### src/include/wst_pkg.sv
// constants of the windowed supervision timer
package wst_pkg;
  // register byte offsets
  localparam logic [4:0] WST_OFF_MODE = 5'h00;
  localparam logic [4:0] WST_OFF_TIMEOUT = 5'h04;
  localparam logic [4:0] WST_OFF_FEED = 5'h08;
  localparam logic [4:0] WST_OFF_VALUE = 5'h0c;
  localparam logic [4:0] WST_OFF_WINDOW = 5'h10;
  localparam logic [4:0] WST_OFF_WARN = 5'h14;
  localparam logic [4:0] WST_OFF_STATUS = 5'h18;
  localparam logic [4:0] WST_OFF_MASK = 5'h1c;
  // mode register bit positions
  localparam int WST_MODE_EN = 0;
  localparam int WST_MODE_RST_EN = 1;
  localparam int WST_MODE_WIN_EN = 2;
  localparam int WST_MODE_FLAG = 3;
  // status and mask bit positions
  localparam int WST_ST_TIMEOUT = 0;
  localparam int WST_ST_WARN = 1;
  localparam int WST_ST_FAULT = 2;
  // counter geometry and reset values
  localparam int WST_CNT_W = 24;
  localparam int WST_EV_W = 3;
  localparam logic [23:0] WST_TC_MIN = 24'h0000ff;
  localparam logic [23:0] WST_TC_RESET = 24'h0000ff;
  localparam logic [23:0] WST_WINDOW_RESET = 24'hffffff;
  localparam logic [23:0] WST_WARN_RESET = 24'h000000;
  localparam logic [2:0] WST_MASK_RESET = 3'h0;
  // divide-by-four prescaler
  localparam logic [1:0] WST_PRE_LAST = 2'h3;
  // feed sequence codes
  localparam logic [7:0] WST_FEED_FIRST = 8'haa;
  localparam logic [7:0] WST_FEED_SECOND = 8'h55;
endpackage

### src/wst_tick_sync.sv
// synchroniser and edge detector for the supervision tick clock
`timescale 1ns/100ps
module wst_tick_sync
  import wst_pkg::*;
(
  input wire logic mclk,
  input wire logic reset,
  input wire logic ce,
  input wire logic tick_in,
  output logic tick
);
  typedef struct packed {
    logic s1;
    logic s2;
    logic s3;
  } wst_sync_t;

  wst_sync_t st;
  wst_sync_t next_st;

  // shift the pin through two stages, third stage for the edge
  always_comb begin
    next_st = st;
    if (ce) begin
      next_st.s1 = tick_in;
      next_st.s2 = st.s1;
      next_st.s3 = st.s2;
    end
  end

  always_ff @(posedge mclk or posedge reset) begin
    if (reset) begin
      st <= '0;
    end else begin
      st <= next_st;
    end
  end

  // one-cycle pulse per rising tick edge
  assign tick = ce & st.s2 & ~st.s3;
endmodule

### src/wst_timer.sv
// windowed supervision timer: counter, feed checker, registers
//
// Function
// counter running out before reload resets the chip.
// windowed mode faults a reload arriving before the window opens.
// warning interrupt when counter reaches the programmed warning value.
// enable is set-only; cleared by reset or a watchdog event.
// wrong feed sequence gives chip reset, or interrupt when reset disabled.
// a flag records watchdog reset and survives that reset.
// 24-bit counter behind divide-by-four prescaler, time-out 256 to 2^24.
// tick clock from its own oscillator, synchronised before use.
// valid reload loads the time-out value and clears warning state.
// software programs values before enabling; enable cannot be withdrawn.
//
// The plain strobed port and the placing of the registers were chosen for this implementation.
`timescale 1ns/100ps
module wst_timer
  import wst_pkg::*;
(
  input wire logic mclk,
  input wire logic reset,
  input wire logic power_on_reset,
  input wire logic ce,
  input wire logic supervision_tick_clock,
  input wire logic [4:0] addr,
  input wire logic [31:0] wdata,
  input wire logic wr,
  input wire logic rd,
  output logic [31:0] rdata,
  output logic chip_reset_req,
  output logic irq
);
  typedef struct packed {
    logic en;
    logic rst_en;
    logic win_en;
    logic [23:0] timeout;
    logic [23:0] window;
    logic [23:0] warn;
    logic [23:0] cnt;
    logic [1:0] pre;
    logic armed;
    logic warned;
    logic [2:0] status;
    logic [2:0] mask;
    logic irq;
    logic chip_rst;
    logic [31:0] rdata;
  } wst_state_t;

  wst_state_t st;
  wst_state_t next_st;
  logic flag;
  logic next_flag;
  logic tick;

  // clamp a time-out value to the shortest legal period
  function automatic logic [23:0] wst_clamp(input logic [23:0] v);
    return (v < WST_TC_MIN) ? WST_TC_MIN : v;
  endfunction

  // tick clock crossing into the bus clock domain
  wst_tick_sync u_sync (
    .mclk(mclk),
    .reset(reset),
    .ce(ce),
    .tick_in(supervision_tick_clock),
    .tick(tick)
  );

  // event terms
  logic wr_ok;
  logic rd_ok;
  logic pre_tick;
  logic feed_wr;
  logic good_first;
  logic good_second;
  logic bad_feed;
  logic early;
  logic reload;
  logic fault;
  logic timeout_ev;
  logic warn_ev;
  logic reset_ev;
  logic [2:0] ev;
  logic [2:0] w1c;

  always_comb begin
    wr_ok = ce & wr;
    rd_ok = ce & rd;
    pre_tick = tick & st.en & (st.pre == WST_PRE_LAST);
    feed_wr = wr_ok & (addr == WST_OFF_FEED);
    good_first = feed_wr & (wdata[7:0] == WST_FEED_FIRST);
    good_second = feed_wr & st.armed & (wdata[7:0] == WST_FEED_SECOND);
    bad_feed = st.en & feed_wr & ~good_first & ~good_second;
    early = st.en & good_second & st.win_en & (st.cnt > st.window);
    reload = st.en & good_second & ~early;
    fault = bad_feed | early;
    timeout_ev = pre_tick & (st.cnt == '0) & ~reload;
    warn_ev = pre_tick & (st.cnt == st.warn) & ~st.warned & ~reload;
    reset_ev = (timeout_ev | fault) & st.rst_en;
    ev = '0;
    ev[WST_ST_TIMEOUT] = timeout_ev & ~st.rst_en;
    ev[WST_ST_WARN] = warn_ev;
    ev[WST_ST_FAULT] = fault & ~st.rst_en;
    w1c = '0;
    if (wr_ok && addr == WST_OFF_STATUS) begin
      w1c = wdata[2:0];
    end
  end

  // next state
  always_comb begin
    next_st = st;
    if (ce) begin
      // register writes
      if (wr_ok && addr == WST_OFF_MODE) begin
        if (!st.en) begin
          next_st.rst_en = wdata[WST_MODE_RST_EN];
          next_st.win_en = wdata[WST_MODE_WIN_EN];
        end
        if (wdata[WST_MODE_EN] && !st.en) begin
          next_st.en = 1'b1; // set-only from software
          next_st.cnt = st.timeout;
          next_st.pre = '0;
          next_st.warned = 1'b0;
        end
      end else if (wr_ok && addr == WST_OFF_TIMEOUT) begin
        next_st.timeout = wst_clamp(wdata[23:0]);
      end else if (wr_ok && addr == WST_OFF_WINDOW) begin
        next_st.window = wdata[23:0];
      end else if (wr_ok && addr == WST_OFF_WARN) begin
        next_st.warn = wdata[23:0];
      end else if (wr_ok && addr == WST_OFF_MASK) begin
        next_st.mask = wdata[2:0];
      end
      // feed sequence tracking
      if (feed_wr) begin
        next_st.armed = good_first;
      end
      // prescaler and counter
      if (tick && st.en) begin
        next_st.pre = st.pre + 2'h1;
      end
      if (pre_tick && st.cnt != '0) begin
        next_st.cnt = st.cnt - 24'h000001;
      end
      if (warn_ev) begin
        next_st.warned = 1'b1;
      end
      if (reload) begin
        next_st.cnt = st.timeout;
        next_st.pre = '0;
        next_st.warned = 1'b0;
      end
      // watchdog events end supervision
      if (timeout_ev || fault) begin
        next_st.en = 1'b0;
        next_st.armed = 1'b0;
      end
      next_st.chip_rst = reset_ev;
      // status: set wins over clear
      next_st.status = (st.status & ~w1c) | ev;
      next_st.irq = |(next_st.status & next_st.mask);
      // read data, valid in the cycle after the strobe only
      next_st.rdata = '0;
      if (rd_ok) begin
        if (addr == WST_OFF_MODE) begin
          next_st.rdata[WST_MODE_EN] = st.en;
          next_st.rdata[WST_MODE_RST_EN] = st.rst_en;
          next_st.rdata[WST_MODE_WIN_EN] = st.win_en;
          next_st.rdata[WST_MODE_FLAG] = flag;
        end else if (addr == WST_OFF_TIMEOUT) begin
          next_st.rdata[23:0] = st.timeout;
        end else if (addr == WST_OFF_VALUE) begin
          next_st.rdata[23:0] = st.cnt;
        end else if (addr == WST_OFF_WINDOW) begin
          next_st.rdata[23:0] = st.window;
        end else if (addr == WST_OFF_WARN) begin
          next_st.rdata[23:0] = st.warn;
        end else if (addr == WST_OFF_STATUS) begin
          next_st.rdata[2:0] = st.status;
        end else if (addr == WST_OFF_MASK) begin
          next_st.rdata[2:0] = st.mask;
        end
      end
    end
  end

  // reset flag: set wins over write-one clear
  always_comb begin
    next_flag = flag;
    if (ce) begin
      if (wr_ok && addr == WST_OFF_MODE && wdata[WST_MODE_FLAG]) begin
        next_flag = 1'b0;
      end
      if (reset_ev) begin
        next_flag = 1'b1;
      end
    end
  end

  always_ff @(posedge mclk or posedge reset) begin
    if (reset) begin
      st <= '{en: 1'b0, rst_en: 1'b0, win_en: 1'b0, timeout: WST_TC_RESET,
              window: WST_WINDOW_RESET, warn: WST_WARN_RESET, cnt: WST_TC_RESET,
              pre: 2'h0, armed: 1'b0, warned: 1'b0, status: 3'h0,
              mask: WST_MASK_RESET, irq: 1'b0, chip_rst: 1'b0, rdata: 32'h0};
    end else begin
      st <= next_st;
    end
  end

  // flag cleared only at power-on or by a write-one, so it outlives the chip reset
  always_ff @(posedge mclk or posedge power_on_reset) begin
    if (power_on_reset) begin
      flag <= 1'b0;
    end else begin
      flag <= next_flag;
    end
  end

  assign rdata = st.rdata;
  assign chip_reset_req = st.chip_rst;
  assign irq = st.irq;
endmodule

### config.mk
export PLATFORM = sky130hd
export DESIGN_NAME = wst_timer
export DESIGN_NICKNAME = d
export VERILOG_FILES = /design/src/include/wst_pkg.sv /design/src/wst_tick_sync.sv /design/src/wst_timer.sv
export SDC_FILE = /design/constraint.sdc
export NUM_CORES = 1
export LEC_CHECK = 0
export ABC_CLOCK_PERIOD_IN_PS = 4990
export BUFFER_PORTS_ARGS = -buffer_cell sky130_fd_sc_hd__buf_2
export CORE_UTILIZATION = 60
export DETAILED_ROUTE_END_ITERATION = 12
export PLACE_DENSITY = 0.81
export SLEW_MARGIN = 40
export SYNTH_ARGS = -nofsm -noshare
export SYNTH_HDL_FRONTEND = slang
export SYNTH_SLANG_ARGS = --single-unit
### constraint.sdc
create_clock -name mclk -period 4.99 [get_ports mclk]
set_clock_uncertainty 0.2 [all_clocks]
set_input_delay 0.2495 -clock mclk [delete_from_list [all_inputs] [get_ports mclk]]
set_output_delay 0.2495 -clock mclk [all_outputs]
set_load 0.02 [all_outputs]
==> metrics.md <==
| Metric | Value |
|---|---|
| Commonest cells post-synth | dfrtp_1, a21oi_1, mux2_2, o21ai_0, nand2_1 |
| Post-place setup slack | 1.09 ns |
| FILL cells | ~1000 |
| Post-CTS Resized | 0 |
| Arr. time, crit path | 4.12 ns |
| Cell taking the most area after synthesis | dfrtp_1 |
| Power density relative to cell area | 412 nW/um2 |
| First-pass GRT wire length | 34.8 mm |
| Distinct cells, synth | 60 |
| Pre-antenna DRT Iters | 7 |
| WL final | 21.3 mm |
| Final Hold Fails | 0 |
| RR Startpoint | st[115] |
| H-tree lvl count | 4 |
| Min-delay worst type | in -> reg |
| PnR worst setup slack | 0.986 ns |
| Total Die Area | 13900 um2 |
| Fin util | between 60 and 70% |
| Dpl cells | 1012 |
| Final nets | 956 |
| Syn Area/Cell | 9.64 um2 |
| Reg clk slew, reported paths | 0.06 ns |
| Post-route cell area | 9190 um2 |
| Fmax | 0.250 GHz |
| Root cell of the clock tree | clkbuf_16 |
| Cell Area, Synth | 8080 um2 |
| Leakage | between 3 and 4 nW |
| Least-Margin Pin Slew | 0.868 ns |
| Outcome | completed |
| Syn-to-layout area delta | 13.7% |
| CP max FO | 21 |
| DRT iter0 DRCs | around 800 |
| Die height | 118 um |
| Fin cells | ~1100 |
| Ant. Diodes | 0 |
| IO buf count | 61 |
| Sequential Power Share | between 40 and 50% |
| Tcrit/Tclk final | 80.2% |
| Final worst path period need | 4.00 ns |
| Slew Viols, Final | 0 |
| Sw Ratio | between 30% and 40% |
| Core ar. | 13200 um2 |
| Crit. Startpoint | st[115] |
| DP Area | 8300 um2 |
| Worst slew margin | between 40% and 50% |
| Sum Neg Setup Slack | 0 ns |
| CTS tree | done |
| WHS Path Cells | 2 |
| Initial core utilization | 61.3% |
| # rows | 42 |
| Max Root-Sink Buffers | 2 |
| Comb pwr share | 25.1% |
| Worst VDD drop | 290 uV |
| Die W | 118 um |
| Clock Latency Late Sink | roughly 0.43 ns |
| Top_reg_cell synth | dfrtp_1 |
| Internal power | about 2.5 mW |
| Instance count of the mapped netlist | 838 |
| Critical Path Source Type | flip-flop |
| Top post-synthesis cells by area | dfrtp_1, dfstp_2, mux2_2 |
| Area used by multi-input combinational logic | 3940 um2 |
| FF/Latch Area | between 3000 and 4000 um2 |
| Routed Antenna Nets | 0 |
| Clock sinks | 139 |
| Seq/Total Area, Yosys | 43.7% |
| RePlAce Congestion | between 0.8 and 0.9 |
| Hold Crit Start | ce |
| Req. time, crit path | 5.10 ns |
| Routed wire length per instance | roughly 20 um |
| Register bit total from synthesis | 139 |
| Via density | 6.20 |
| I/O pin count | a little under 80 |
| Tot GR Track Use | 32.2% |
| NetSw | 1.29 mW |
| Critical Path Sink Type | flip-flop |
| Vias in the first global route | ~6600 |
| Via Count | 6663 |
| Area share of the largest cell type after synthesis | a little under a third |
| Reg2Reg Depth | 10 |
| Asr flop ratio synth | 100% |
| Initial antenna violation count | 0 |
| Pin count of the biggest net entering global routing | 85 |
| Detailed-route DRC error count | 0 |
| Congestion Overflow GR | 0 |
| RSZ-0062 raised after global routing | false |
| Post-synth EDFFs | 0 |
| CTS Buf Count | 17 |
| Max cap viols | 0 |
| HPWL after DPL | 14.0 mm |
| Share of cells above drive strength 1 | 25.7% |
| Syn. warnings | 0 |
| Most common cell in the netlist | dfrtp_1 |
| Clock power share | 31.9% |
| Worst setup path class | reg -> reg |
| Setup Buffers After CTS | 0 |
| Finish-stage setup viols | 0 |
[layout by cell type, fill, tap and decap left out, types with 3 or more instances in the layout]
| master | n |
|---|---|
| dfrtp_1 | 99 |
| a21oi_1 | 80 |
| mux2_2 | 64 |
| o21ai_0 | 62 |
| buf_2 | 61 |
| nand2_1 | 60 |
| inv_1 | 52 |
| dfstp_2 | 40 |
| nor2_1 | 38 |
| o2bb2ai_1 | 33 |
| dlygate4sd3_1 | 29 |
| ha_1 | 27 |
| mux2i_1 | 24 |
| xnor2_1 | 23 |
| nor3_1 | 22 |
| clkbuf_16 | 17 |
| nor4_1 | 16 |
| nand3_1 | 14 |
| nand4_1 | 13 |
| a31oi_1 | 12 |
| buf_4 | 10 |
| conb_1 | 8 |
| or3_1 | 6 |
| a22o_1 | 6 |
| clkinv_4 | 5 |
| clkinvlp_4 | 5 |
| or2_2 | 4 |
| o211ai_1 | 4 |
| a22oi_1 | 4 |
| and3_1 | 3 |
| a211oi_1 | 3 |
| o22ai_1 | 3 |
| or4_1 | 3 |
[final timing paths]
check | slack (ns) | end
hold / removal | 0.04 | rdata[0]
hold reg to reg | 0.28 | rdata[19]
min in group asynchronous | 0.09 | st[74]
max in group asynchronous | 3.52 | rdata[11]
setup reg to reg | 0.99 | st[65]
setup / recovery | 0.99 | st[65]
[metal layers]
layer / GRT usage, % / vias up / share of wire, %
met5: 0 / - / 0
met4: 15.9 / 0 / 2.7
met3: 6.54 / 55 / 7.4
met2: 49.9 / 303 / 47
met1: 43.0 / 3237 / 43
li1: - / 3068 / -
[worst max-delay path, cell delays in order, from the launching register on]
cell	delay (ns)
dfstp_2	0.54
inv_1	0.04
ha_1	0.30
nand4_1	0.24
nor4_1	0.53
a31o_2	0.23
inv_1	0.06
a211oi_2	0.71
or2_2	0.51
o21ai_0	0.16
a221o_1	0.36
[layout make-up]
type | count | area share, %
timing repair buffer | 102 | 7.82
clock buffer | 19 | 4.82
multi-input combinational | 570 | 42.9
inverter | 55 | 2.30
tap | 176 | 2.40
sequential | 139 | 38.4
clock inverter | 13 | 1.32
[cell families (layout without fill, tap and decap cells)]
family                     Yosys count  in the layout  synth area share (%)
AOI/OAI and AO/OA                  225            225                  17.2
xor gates and xnor gates            24             24                  2.60
adders and majority gates           27             27                  4.18
buffers and inverters              136            189                  8.10
DFF                                139            139                  43.7
muxes                               89             89                  12.2
other                                1              8                0.0464
and+or+nand+nor                    197            197                  12.0
[state kept, by name, summed over array words and instances (netlist names)]
register        count
st                109
flag                1
u_sync.st           3
chip_reset_req      1
rdata              24
irq                 1
[power groups by stage]
stage,Combinational (mW),Sequential [mW],Clock [mW]
4_1_cts,0.933,1.61,1.22
3_3_place_gp,0.873,1.62,0
2_1_floorplan,0.781,1.50,0
3_5_place_dp,0.906,1.63,0
5_1_grt,1.06,1.65,1.26
6_report,0.950,1.62,1.21
[metrics by stage]
stage                     hold slack, ns  power (mW)
after detailed placement          -0.113        2.53
after global routing              0.0819        3.97
after global placement            -0.113        2.49
final                             0.0404        3.78
after CTS                         0.0302        3.76
after floorplan                   -0.222        2.28
[timing repair]
item	in CTS	in global routing
endpoints found under the hold margin	142	0
setup endpoints to repair	0	0
hold buffers	29	0
Note: power is estimated with default switching activity, not from simulation.
